`src/common/fdx_pkg.sv`:
```
// shared constants and types for the field deposit/extract shifter
package fdx_pkg;

  localparam int unsigned ADDR_W = 5;
  localparam int unsigned DATA_W = 32;

  // register byte offsets
  localparam logic [4:0] ADDR_SRC      = 5'h00;
  localparam logic [4:0] ADDR_CTRL     = 5'h04;
  localparam logic [4:0] ADDR_DEST     = 5'h08;
  localparam logic [4:0] ADDR_DEST_EXT = 5'h0c;
  localparam logic [4:0] ADDR_CMD      = 5'h10;
  localparam logic [4:0] ADDR_FLAGS    = 5'h14;
  localparam logic [4:0] ADDR_IRQ_STAT = 5'h18;
  localparam logic [4:0] ADDR_IRQ_MASK = 5'h1c;

  // control word fields, as seen in its fixed-point part (word bit = field bit)
  localparam int unsigned CTRL_POS_LSB = 0;
  localparam int unsigned CTRL_LEN_LSB = 6;

  // command register fields
  localparam int unsigned CMD_OP_LSB      = 0;
  localparam int unsigned CMD_IMM_BIT     = 3;
  localparam int unsigned CMD_IMM_POS_LSB = 8;
  localparam int unsigned CMD_IMM_LEN_LSB = 16;

  // flag and interrupt bit positions
  localparam int unsigned FLAG_ZERO = 0;
  localparam int unsigned FLAG_OVF  = 1;
  localparam int unsigned FLAG_SIGN = 2;
  localparam int unsigned IRQ_DONE = 0;
  localparam int unsigned IRQ_OVF  = 1;

  localparam logic [6:0] FIX_WIDTH   = 7'h20;
  localparam logic [1:0] RESP_OKAY   = 2'h0;
  localparam logic [1:0] RESP_SLVERR = 2'h2;

  typedef enum logic [2:0] {
    FDX_OP_DEP_SIGN    = 3'h0,
    FDX_OP_DEP_OR_SIGN = 3'h1,
    FDX_OP_EXT_ZERO    = 3'h2,
    FDX_OP_EXT_SIGN    = 3'h3,
    FDX_OP_EXPONENT    = 3'h4
  } fdx_op_e;

  typedef struct packed {
    logic sign;
    logic ovf;
    logic zero;
  } fdx_flags_s;

  typedef struct packed {
    logic [31:0] fix;
    logic [7:0]  ext;
    fdx_flags_s  flags;
  } fdx_result_s;

endpackage

```
`src/core/fdx_shifter.sv`:
```
// field deposit/extract and exponent shifter slice with AXI4-Lite registers
//
// Chosen here: the AXI4-Lite register port and the address map.
`timescale 1ns/1ps
`default_nettype none

module fdx_shifter (
  // clock and reset
  input  wire logic                        aclk,
  input  wire logic                        aresetn,
  // write address channel
  input  wire logic                        s_axi_awvalid,
  output logic                             s_axi_awready,
  input  wire logic [fdx_pkg::ADDR_W-1:0]  s_axi_awaddr,
  input  wire logic [2:0]                  s_axi_awprot,
  // write data channel
  input  wire logic                        s_axi_wvalid,
  output logic                             s_axi_wready,
  input  wire logic [fdx_pkg::DATA_W-1:0]  s_axi_wdata,
  input  wire logic [3:0]                  s_axi_wstrb,
  // write response channel
  output logic                             s_axi_bvalid,
  input  wire logic                        s_axi_bready,
  output logic [1:0]                       s_axi_bresp,
  // read address channel
  input  wire logic                        s_axi_arvalid,
  output logic                             s_axi_arready,
  input  wire logic [fdx_pkg::ADDR_W-1:0]  s_axi_araddr,
  input  wire logic [2:0]                  s_axi_arprot,
  // read data channel
  output logic                             s_axi_rvalid,
  input  wire logic                        s_axi_rready,
  output logic [fdx_pkg::DATA_W-1:0]       s_axi_rdata,
  output logic [1:0]                       s_axi_rresp,
  // interrupt
  output logic                             irq
);

  // low n bits set, n saturating at the 32-bit field width
  function automatic logic [31:0] low_mask(input logic [6:0] n);
    logic [63:0] m;
    m = (64'h1 << n[5:0]) - 64'h1;
    if (n >= fdx_pkg::FIX_WIDTH) begin
      low_mask = 32'hffff_ffff;
    end else begin
      low_mask = m[31:0];
    end
  endfunction

  // merge write data under byte strobes
  function automatic logic [31:0] strb_merge(input logic [31:0] old,
                                             input logic [31:0] nw,
                                             input logic [3:0]  strb);
    logic [31:0] r;
    r = old;
    for (int i = 0; i < 4; i++) begin
      if (strb[i]) begin
        r[i*8 +: 8] = nw[i*8 +: 8];
      end
    end
    strb_merge = r;
  endfunction

  function automatic logic addr_known(input logic [4:0] a);
    addr_known = a inside {fdx_pkg::ADDR_SRC, fdx_pkg::ADDR_CTRL,
                           fdx_pkg::ADDR_DEST, fdx_pkg::ADDR_DEST_EXT,
                           fdx_pkg::ADDR_CMD, fdx_pkg::ADDR_FLAGS,
                           fdx_pkg::ADDR_IRQ_STAT, fdx_pkg::ADDR_IRQ_MASK};
  endfunction

  // operand and result state
  logic [31:0]         src_fix;
  logic [31:0]         ctrl_fix;
  logic [31:0]         dest_fix;
  logic [7:0]          dest_ext;
  fdx_pkg::fdx_flags_s flags;
  logic [1:0]          irq_stat;
  logic [1:0]          irq_mask;

  // write path holding registers
  logic                aw_held;
  logic                w_held;
  logic [4:0]          aw_addr_q;
  logic [31:0]         w_data_q;
  logic [3:0]          w_strb_q;
  logic                wr_go;
  logic                cmd_go;

  assign s_axi_awready = !aw_held && !s_axi_bvalid;
  assign s_axi_wready  = !w_held && !s_axi_bvalid;
  assign s_axi_arready = !s_axi_rvalid;
  assign wr_go         = aw_held && w_held && !s_axi_bvalid;

  always_ff @(posedge aclk) begin
    if (!aresetn) begin
      aw_held   <= 1'b0;
      aw_addr_q <= '0;
    end else if (s_axi_awvalid && s_axi_awready) begin
      aw_held   <= 1'b1;
      aw_addr_q <= s_axi_awaddr;
    end else if (wr_go) begin
      aw_held   <= 1'b0;
    end
  end

  always_ff @(posedge aclk) begin
    if (!aresetn) begin
      w_held   <= 1'b0;
      w_data_q <= '0;
      w_strb_q <= '0;
    end else if (s_axi_wvalid && s_axi_wready) begin
      w_held   <= 1'b1;
      w_data_q <= s_axi_wdata;
      w_strb_q <= s_axi_wstrb;
    end else if (wr_go) begin
      w_held   <= 1'b0;
    end
  end

  always_ff @(posedge aclk) begin
    if (!aresetn) begin
      s_axi_bvalid <= 1'b0;
      s_axi_bresp  <= fdx_pkg::RESP_OKAY;
    end else if (wr_go) begin
      s_axi_bvalid <= 1'b1;
      s_axi_bresp  <= addr_known(aw_addr_q) ? fdx_pkg::RESP_OKAY
                                            : fdx_pkg::RESP_SLVERR;
    end else if (s_axi_bready) begin
      s_axi_bvalid <= 1'b0;
    end
  end

  // command decode: writing op codes 0-4 to the command register starts one operation
  logic                imm_sel;
  logic [5:0]          op_len;
  logic [5:0]          op_pos;
  logic [2:0]          op_code;
  logic [6:0]          len_pos_sum;
  fdx_pkg::fdx_result_s res;
  logic                op_valid;

  assign cmd_go  = wr_go && (aw_addr_q == fdx_pkg::ADDR_CMD);
  assign op_code = w_data_q[fdx_pkg::CMD_OP_LSB +: 3];
  assign imm_sel = w_data_q[fdx_pkg::CMD_IMM_BIT];
  // immediate length/position only in the shift-immediate form
  assign op_len  = imm_sel ? w_data_q[fdx_pkg::CMD_IMM_LEN_LSB +: 6]
                           : ctrl_fix[fdx_pkg::CTRL_LEN_LSB +: 6];
  assign op_pos  = imm_sel ? w_data_q[fdx_pkg::CMD_IMM_POS_LSB +: 6]
                           : ctrl_fix[fdx_pkg::CTRL_POS_LSB +: 6];
  // full 6-bit range kept, so off-scale values reach the datapath
  assign len_pos_sum = {1'b0, op_len} + {1'b0, op_pos};

  always_comb begin
    logic [31:0] field;
    logic [95:0] wide_dep;
    logic [63:0] wide_ext;
    logic [6:0]  top;
    logic        sign;
    logic [5:0]  lead;
    field    = '0;
    wide_dep = '0;
    wide_ext = '0;
    top      = 7'(len_pos_sum - 7'h01);
    sign     = 1'b0;
    lead     = 6'h01;
    res      = '0;
    op_valid = 1'b1;
    case (fdx_pkg::fdx_op_e'(op_code))
      fdx_pkg::FDX_OP_DEP_SIGN, fdx_pkg::FDX_OP_DEP_OR_SIGN: begin
        field    = src_fix & low_mask({1'b0, op_len});
        // wide shift leaves zeros below the field
        wide_dep = {64'h0, field} << op_pos;
        res.fix  = wide_dep[31:0];
        if (op_len != 6'h00 && len_pos_sum <= fdx_pkg::FIX_WIDTH) begin
          sign = src_fix[5'(op_len - 6'h01)];
        end
        if (sign) begin
          res.fix = res.fix | ~low_mask(len_pos_sum);
        end
        res.ext = '0;
        if (op_code == fdx_pkg::FDX_OP_DEP_OR_SIGN) begin
          res.fix = res.fix | dest_fix;
          res.ext = dest_ext;
        end
        res.flags.ovf  = len_pos_sum > fdx_pkg::FIX_WIDTH;
        res.flags.zero = res.fix == 32'h0;
        res.flags.sign = 1'b0;
      end
      fdx_pkg::FDX_OP_EXT_ZERO, fdx_pkg::FDX_OP_EXT_SIGN: begin
        // bits beyond the left end read as zero
        wide_ext = {32'h0, src_fix} >> op_pos;
        res.fix  = wide_ext[31:0] & low_mask({1'b0, op_len});
        if (op_code == fdx_pkg::FDX_OP_EXT_SIGN &&
            op_len != 6'h00 && len_pos_sum <= fdx_pkg::FIX_WIDTH) begin
          sign = src_fix[top[4:0]];
        end
        if (sign) begin
          res.fix = res.fix | ~low_mask({1'b0, op_len});
        end
        res.ext        = '0;
        res.flags.ovf  = len_pos_sum > fdx_pkg::FIX_WIDTH;
        res.flags.zero = res.fix == 32'h0;
        res.flags.sign = 1'b0;
      end
      fdx_pkg::FDX_OP_EXPONENT: begin
        for (int i = 30; i >= 0; i--) begin
          if (src_fix[i] == src_fix[31] && lead == 6'(30 - i + 1)) begin
            lead = 6'(30 - i + 2);
          end
        end
        res.fix[7:0] = 8'(8'h00 - {2'b00, 6'(lead - 6'h01)});
        res.flags.sign = src_fix[31];
        res.flags.zero = res.fix[7:0] == 8'h00;
        res.flags.ovf  = 1'b0;
      end
      default: begin
        op_valid = 1'b0;
      end
    endcase
  end

  // register file writes and operation results
  always_ff @(posedge aclk) begin
    if (!aresetn) begin
      src_fix  <= '0;
      ctrl_fix <= '0;
    end else if (wr_go && aw_addr_q == fdx_pkg::ADDR_SRC) begin
      src_fix  <= strb_merge(src_fix, w_data_q, w_strb_q);
    end else if (wr_go && aw_addr_q == fdx_pkg::ADDR_CTRL) begin
      ctrl_fix <= strb_merge(ctrl_fix, w_data_q, w_strb_q);
    end
  end

  always_ff @(posedge aclk) begin
    if (!aresetn) begin
      dest_fix <= '0;
      dest_ext <= '0;
      flags    <= '0;
    end else if (cmd_go && op_valid) begin
      dest_fix <= res.fix;
      dest_ext <= res.ext;
      flags    <= res.flags;
    end else if (wr_go && aw_addr_q == fdx_pkg::ADDR_DEST) begin
      dest_fix <= strb_merge(dest_fix, w_data_q, w_strb_q);
    end else if (wr_go && aw_addr_q == fdx_pkg::ADDR_DEST_EXT &&
                 w_strb_q[0]) begin
      dest_ext <= w_data_q[7:0];
    end
  end

  // sticky events; a new event in the clearing cycle wins over the clear
  logic [1:0] irq_set;
  logic [1:0] irq_clr;
  assign irq_set[fdx_pkg::IRQ_DONE] = cmd_go && op_valid;
  assign irq_set[fdx_pkg::IRQ_OVF]  = cmd_go && op_valid && res.flags.ovf;
  assign irq_clr = (wr_go && aw_addr_q == fdx_pkg::ADDR_IRQ_STAT &&
                    w_strb_q[0]) ? w_data_q[1:0] : 2'h0;

  always_ff @(posedge aclk) begin
    if (!aresetn) begin
      irq_stat <= '0;
    end else begin
      irq_stat <= (irq_stat & ~irq_clr) | irq_set;
    end
  end

  always_ff @(posedge aclk) begin
    if (!aresetn) begin
      irq_mask <= '0;
    end else if (wr_go && aw_addr_q == fdx_pkg::ADDR_IRQ_MASK &&
                 w_strb_q[0]) begin
      irq_mask <= w_data_q[1:0];
    end
  end

  assign irq = |(irq_stat & irq_mask);
  // read path, one cycle after the address is taken
  always_ff @(posedge aclk) begin
    if (!aresetn) begin
      s_axi_rvalid <= 1'b0;
      s_axi_rdata  <= '0;
      s_axi_rresp  <= fdx_pkg::RESP_OKAY;
    end else if (s_axi_arvalid && s_axi_arready) begin
      s_axi_rvalid <= 1'b1;
      s_axi_rresp  <= fdx_pkg::RESP_OKAY;
      case (s_axi_araddr)
        fdx_pkg::ADDR_SRC:      s_axi_rdata <= src_fix;
        fdx_pkg::ADDR_CTRL:     s_axi_rdata <= ctrl_fix;
        fdx_pkg::ADDR_DEST:     s_axi_rdata <= dest_fix;
        fdx_pkg::ADDR_DEST_EXT: s_axi_rdata <= {24'h0, dest_ext};
        fdx_pkg::ADDR_CMD:      s_axi_rdata <= '0;
        fdx_pkg::ADDR_FLAGS:    s_axi_rdata <= {29'h0, flags};
        fdx_pkg::ADDR_IRQ_STAT: s_axi_rdata <= {30'h0, irq_stat};
        fdx_pkg::ADDR_IRQ_MASK: s_axi_rdata <= {30'h0, irq_mask};
        default: begin
          s_axi_rdata <= '0;
          s_axi_rresp <= fdx_pkg::RESP_SLVERR;
        end
      endcase
    end else if (s_axi_rready) begin
      s_axi_rvalid <= 1'b0;
    end
  end

  // assertions
  logic dep_go;
  logic ext_go;
  logic exp_go;
  assign dep_go = cmd_go && (op_code == fdx_pkg::FDX_OP_DEP_SIGN ||
                             op_code == fdx_pkg::FDX_OP_DEP_OR_SIGN);
  assign ext_go = cmd_go && (op_code == fdx_pkg::FDX_OP_EXT_ZERO ||
                             op_code == fdx_pkg::FDX_OP_EXT_SIGN);
  assign exp_go = cmd_go && op_code == fdx_pkg::FDX_OP_EXPONENT;

  property p_ext_byte_zero;
    @(posedge aclk) disable iff (!aresetn)
      (ext_go || (cmd_go && op_code == fdx_pkg::FDX_OP_DEP_SIGN))
      |=> dest_ext == 8'h00;
  endproperty
  a_ext_byte_zero: assert property (p_ext_byte_zero)
    else $error("extension byte not cleared");
  property p_dep_ovf;
    @(posedge aclk) disable iff (!aresetn)
      dep_go |=> flags.ovf == ($past(len_pos_sum) > fdx_pkg::FIX_WIDTH);
  endproperty
  a_dep_ovf: assert property (p_dep_ovf)
    else $error("deposit overflow flag wrong");
  property p_ext_ovf;
    @(posedge aclk) disable iff (!aresetn)
      ext_go |=> flags.ovf == ($past(len_pos_sum) > fdx_pkg::FIX_WIDTH);
  endproperty
  a_ext_ovf: assert property (p_ext_ovf)
    else $error("extract overflow flag wrong");
  property p_zero_flag;
    @(posedge aclk) disable iff (!aresetn)
      (dep_go || ext_go) |=> flags.zero == (dest_fix == 32'h0) && !flags.sign;
  endproperty
  a_zero_flag: assert property (p_zero_flag)
    else $error("zero or sign flag wrong after field op");
  property p_zero_fill;
    @(posedge aclk) disable iff (!aresetn)
      (cmd_go && op_code == fdx_pkg::FDX_OP_EXT_ZERO && op_len < 6'h20)
      |=> (dest_fix >> $past(op_len)) == 32'h0;
  endproperty
  a_zero_fill: assert property (p_zero_fill)
    else $error("bits above extracted field not zero");
  property p_or_keeps;
    @(posedge aclk) disable iff (!aresetn)
      (cmd_go && op_code == fdx_pkg::FDX_OP_DEP_OR_SIGN)
      |=> (dest_fix & $past(dest_fix)) == $past(dest_fix);
  endproperty
  a_or_keeps: assert property (p_or_keeps)
    else $error("OR deposit lost previous bits");
  property p_exp_sign;
    @(posedge aclk) disable iff (!aresetn)
      exp_go |=> flags.sign == $past(src_fix[31]) && !flags.ovf;
  endproperty
  a_exp_sign: assert property (p_exp_sign)
    else $error("exponent sign or overflow flag wrong");
  property p_exp_zero;
    @(posedge aclk) disable iff (!aresetn)
      exp_go |=> flags.zero == (dest_fix[7:0] == 8'h00) &&
                 (flags.zero == ($past(src_fix[31]) != $past(src_fix[30])));
  endproperty
  a_exp_zero: assert property (p_exp_zero)
    else $error("exponent zero flag wrong");
  property p_imm_len;
    @(posedge aclk) disable iff (!aresetn)
      (cmd_go && !imm_sel) |-> op_len == ctrl_fix[11:6];
  endproperty
  a_imm_len: assert property (p_imm_len)
    else $error("register form did not use control length");
  c_dep_ovf: cover property (@(posedge aclk) disable iff (!aresetn)
    dep_go && len_pos_sum > fdx_pkg::FIX_WIDTH);
  c_ext_sign: cover property (@(posedge aclk) disable iff (!aresetn)
    cmd_go && op_code == fdx_pkg::FDX_OP_EXT_SIGN && imm_sel);
  c_exp: cover property (@(posedge aclk) disable iff (!aresetn) exp_go);
  c_irq: cover property (@(posedge aclk) disable iff (!aresetn) irq);
endmodule

`default_nettype wire

```
`config.mk`:
```
export PLATFORM = sky130hd
export DESIGN_NAME = fdx_shifter
export DESIGN_NICKNAME = d
export VERILOG_FILES = /design/src/common/fdx_pkg.sv /design/src/core/fdx_shifter.sv
export SDC_FILE = /design/constraint.sdc
export NUM_CORES = 1
export LEC_CHECK = 0
export ABC_CLOCK_PERIOD_IN_PS = 5700
export BUFFER_PORTS_ARGS = -buffer_cell sky130_fd_sc_hd__buf_2
export CORE_ASPECT_RATIO = 2
export CORE_MARGIN = 4
export CORE_UTILIZATION = 50
export CTS_CLUSTER_SIZE = 14
export DETAILED_ROUTE_END_ITERATION = 10
export GPL_TIMING_DRIVEN = 0
export PLACE_DENSITY = 0.73
export SETUP_SLACK_MARGIN = 0.15
export SYNTH_ARGS = -nofsm -noshare
export SYNTH_HDL_FRONTEND = slang
export SYNTH_SLANG_ARGS = --single-unit
```
`constraint.sdc`:
```
create_clock -name aclk -period 5.7 [get_ports aclk]
set_input_delay 1.14 -clock aclk [delete_from_list [all_inputs] [get_ports aclk]]
set_output_delay 1.14 -clock aclk [all_outputs]
set_load 0.005 [all_outputs]
```
==> results of run 1 <==
[cell families after synthesis]
kind of cell / after synthesis / share of synthesized area
AOI/OAI and AO/OA: 829 / 0.3165
xor gates and xnor gates: 29 / 0.01431
adders and majority gates: 24 / 0.01684
buffers and inverters: 268 / 0.05668
DFF: 190 / 0.2081
muxes: 189 / 0.1250
other: 1 / 0.0002052
and+or+nand+nor: 997 / 0.2624
[layer usage]
metal / track usage / overflow
met4: 0.8134 / 305
met1: 0.7370 / 6
met2: 0.9555 / 554
met5: 0.2594 / 1
met3: 0.6111 / 8
[synthesized netlist by cell type, drive strengths merged (37+ instances only)]
library cell	instances
nor2	176
dfxtp	190
mux2i	139
nand2	384
a22oi	51
a21boi	87
nor2b	82
inv	37
clkbuf	197
a21oi	119
a221oi	38
o211ai	37
nand3	102
o21ai	180
a31oi	53
nor3	53
[timing repair]
action / in CTS
resized for setup: 300
endpoints found under the hold margin: 0
pin swaps: 41
endpoints found under the setup margin: 35
setup buffers: 55
[metrics by stage]
step | utilization | hold WS (ns) | worst slack, ns
4_1_cts | 0.6032 | 0.4720 | 0.02131
2_1_floorplan | - | 0.4378 | 0.1643
3_3_place_gp | 0.5397 | 0.4473 | -2.995
3_5_place_dp | 0.5402 | 0.4620 | -2.992
==> metrics.yaml, run 1 <==
place:
  finalWeightedCongestion: 1.262
  placed_area_um2: 19410
  port_buffers: 89
  dp_hpwl_um: 95750
  placed_cells: 3068
run_status:
  haltStage: "global routing"
  status: "aborted with a tool error"
  error: "[ERROR GRT-0116] Global routing finished with congestion. Check the congestion regions in the DRC Viewer."
cts:
  cts.hold.buffers_added: 0
  clock_sinks: 190
  clock-root-buffer: "clkbuf_16"
  cts_buffer_depth: 2
  h-tree-depth: 4
  cts_made_buffers: 17
yosys:
  synth_seq_cells: 190
  synth_area_um2: 18280
  syn_inst: 2527
  yosysUniqueCellTypes: 97
  yosys_warnings: 0
  synth_seq_area_share: 0.2081
  synth_top_area_cell: "dfxtp_1"
  avgSynthCellArea_um2: 7.233
  synth_area_leaders: "dfxtp_1 21%, nand2_1 7.9%, mux2i_1 7.6%"
  synthFlopType: "dfxtp_1"
  netlist.area_leader.share: 0.2081
  synth_async_sr_flop_share: 0
  synth-edff-count: 0
floorplan:
  die_x_um: 143.2
  ios: 101
  die_y_um: 278.4
  start_util: 0.5088
  row_count: 98
grt:
  globalRouteTotalUtil: 0.7726
  overflow: 874
  grt_max_degree: 19
  first_global_vias: 29200
  grt_pass1_wl_um: 237700
==> run 2, diff against run 1 <==
ABC_CLOCK_PERIOD_IN_PS = 7400   (was 5700)
CORE_ASPECT_RATIO = not set   (was 2)
CORE_UTILIZATION = 35   (was 50)
CTS_CLUSTER_SIZE = not set   (was 14)
PLACE_DENSITY = not set   (was 0.73)
PLACE_DENSITY_LB_ADDON = 0.15   (was not set)
SETUP_SLACK_MARGIN = not set   (was 0.15)
clock period = 7.4 ns   (was 5.7 ns; I/O delays follow)
==> metrics.yaml, run 2 <==
floorplan:
  start_util: 0.3549  # -0.1539
  die_y_um: 236.5  # -15%
  ios: 101  # unchanged
  coreArea_um2: 51510
  row_count: 83  # -15%
  die_x_um: 236.5  # +65%
  die-area_um2: 55950
yosys:
  netlist.area_leader.share: 0.2081  # unchanged
  yosys_warnings: 0  # unchanged
  synth_async_sr_flop_share: 0  # unchanged
  yosysMostFrequentCell: "nand2_1"
  synthFlopType: "dfxtp_1"
  avgSynthCellArea_um2: 7.233  # unchanged
  synth_common_cells: "383 x nand2_1, 197 x clkbuf_1, 190 x dfxtp_1"
  synth-edff-count: 0  # unchanged
  synth_top_area_cell: "dfxtp_1"
  synth_seq_cells: 190  # unchanged
  syn_inst: 2527  # unchanged
  yosysUniqueCellTypes: 97  # unchanged
  synth_seq_area_share: 0.2081  # unchanged
  synth_area_um2: 18280  # unchanged
  synth_area_leaders: "dfxtp_1 21%, nand2_1 7.9%, mux2i_1 7.6%"
critical_path:
  reg2reg_slack_ns: -0.02
  cpMaxStageDelayCell: "a32oi_1"
  cp.arrival_ns: 7.80
  critPathMaxStageDelay_ns: 0.87
  critPathMaxFanout: 10
  start_kind: "flip-flop"
  crit_required_ns: 7.78
  path_cells: "clkbuf_2, buf_4, buf_2, mux2i_2, ha_1, ha_1, clkbuf_1, o211ai_1, ha_1, clkinv_1, nor2_1, a32oi_1, o21ai_0, a211oi_1, nor3_1, a211oi_1, o311ai_2, nor4_1, nand4_1, o211ai_2"
  critPathKind: "reg2reg"
  cp_common_cell: "ha_1"
  endpoint_kind: "flip-flop"
place:
  pre_cts_slack_ns: -3.056  # -0.06426 ns
  placed_area_um2: 19590  # +0.93%
  dp_hpwl_um: 90390  # -5.6%
  finalWeightedCongestion: 1.047  # -17%
  placed_cells: 3297  # +7.5%
  port_buffers: 89  # unchanged
sta:
  fmax_mhz: 134.7
  setup_viol: 1
  maxSlewHeadroom: 0.02485
  setup_ws_ns: -0.02176
  slew_viol_final: 0
  worst_pin_slew_ns: 1.452
  finalHoldViolations: 0
  post-route-min-period_ns: 7.422
  fin_crit_sh: 1.003
  skew_ns: 0.009043
final_layout:
  drive_above_1_share: 0.1194
  final_common_cell: "nand2_1"
  final_core_util: 0.4018
  seq_area_um2: 3805
  final_nets: 2726
  fin_area_um2: 20700
  area_growth_pct: 13.23
  multi_input_area_um2: 13780
  mostFrequentLayoutCells: "383 x nand2_1, 189 x dfxtp_1, 179 x clkbuf_1"
  fillers: 5560
  layout.cells.non_filler: 3337
power_and_ir_drop:
  pwr-share-seq: 0.392
  peakVddDrop_mv: 0.1702
  powerDensity_nw_per_um2: 133.1
  pwr-share-comb: 0.225
  p_int_uw: 1812
  switching_share: 0.3421
  leakage_uw: 0.007625
  p_switching_uw: 942.2
  clockPowerShare: 0.383
grt:
  antenna_found_initial: 3
  grt_pass1_wl_um: 157400
  grt_max_degree: 20
  globalRouteTotalUtil: 0.3836
  overflow: 0
  first_global_vias: 21280
routing:
  via_count: 22770
  ant_nets: 0
  initialDrtViolationCount: 3341
  drtPass1Iterations: 8
  drc: 0
  avgRoutedWirePerCell_um: 33.63
  wl_um: 112200
  post_drt_via_cell_ratio: 6.823
cts:
  cts_buffer_depth: 2  # unchanged
  clkLatencyLatePin_ns: 0.46
  clk_pin_slew_ns: 0.08
  clock-root-buffer: "clkbuf_16"
  cts_tree: "yes"
  clock_sinks: 190  # unchanged
  cts.hold.buffers_added: 0  # unchanged
  h-tree-depth: 4  # unchanged
  cts_made_buffers: 17  # unchanged
run_status:
  failed_checks: "setup timing"
  status: "finished with violations"
hold_path:
  hold_class: "reg2reg"
run:
  max_cap_violations: 0
==> run 2: cell counts after synthesis <==
Identical to the previous run, type by type.
==> run 2: final timing paths <==
kind	from	end	cells after the start
max	w_data_q[3]$_SDFFE_PN0P_	flags[0]$_SDFFE_PN0P_	20
min	dest_ext[4]$_SDFFE_PN0P_	dest_ext[4]$_SDFFE_PN0P_	2
max reg2reg	w_data_q[3]$_SDFFE_PN0P_	flags[0]$_SDFFE_PN0P_	20
min reg2reg	dest_ext[4]$_SDFFE_PN0P_	dest_ext[4]$_SDFFE_PN0P_	2
==> run 2: power groups by stage <==
stage | logic (uW) | registers (uW) | clock network [uW]
3_3_place_gp | 575 | 1100 | 0
3_5_place_dp | 572 | 1100 | 0
4_1_cts | 587 | 1080 | 1060
6_report | 620 | 1080 | 1050
2_1_floorplan | 347 | 1080 | 0
5_1_grt | 646 | 1080 | 1110
==> run 2: logic make-up (layout without fill, tap and decap cells) <==
family	after synthesis	count (layout)	synth area share
xor gates and xnor gates	29	29	0.01431
other	1	3	0.0002052
DFF	190	190	0.2081
buffers and inverters	268	396	0.05668
AOI/OAI and AO/OA	829	829	0.3165
and+or+nand+nor	997	997	0.2624
adders and majority gates	24	24	0.01684
muxes	189	189	0.1250
==> run 2: through the flow <==
stage | power [uW] | hold WS [ns] | TNS, ns
after floorplan | 1426 | 0.4378 | 0
after global placement | 1676 | 0.4510 | -93.36
after detailed placement | 1674 | 0.4595 | -89.23
after CTS | 2727 | 0.4697 | -0.01518
after global routing | 2832 | 0.4864 | -0.001965
final | 2754 | 0.4737 | -0.02176
==> run 2: routing by layer <==
layer / GRT usage / vias up / share of wire
li1: - / 9712 / -
met4: 0.2604 / 0 / 0.087
met3: 0.09283 / 400 / 0.11
met1: 0.4934 / 11040 / 0.39
met2: 0.5670 / 1613 / 0.42
met5: 0.004329 / - / 0
==> run 2: worst max-delay path, delay by kind of cell (launching register included) <==
family | cells | cell delay (ns)
flip-flops | 1 | 0.42
adder cells (fa/ha/maj) | 3 | 0.99
buffers and inverters | 5 | 1.59
AND/OR/NAND/NOR | 4 | 0.94
multiplexers | 1 | 0.44
AO/OA/AOI/OAI | 7 | 2.93
==> run 2: layout make-up <==
class,count,area share
inverters,41,0.007557
well taps,680,0.04111
clock inverters,15,0.01179
multi-input cells,2070,0.6658
diodes,1,0.0001209
plain buffers,222,0.04334
repair buffers,101,0.02587
flip-flops and latches,190,0.1838
clock buffers,17,0.02055
==> run 2: what timing repair did <==
item	4_1_cts	5_1_grt
setup endpoints to repair	35	33
buffers inserted	8	4
gates resized for setup	57	38
pin swaps	3	5
No activity file was read; power rests on OpenSTA's default activity.
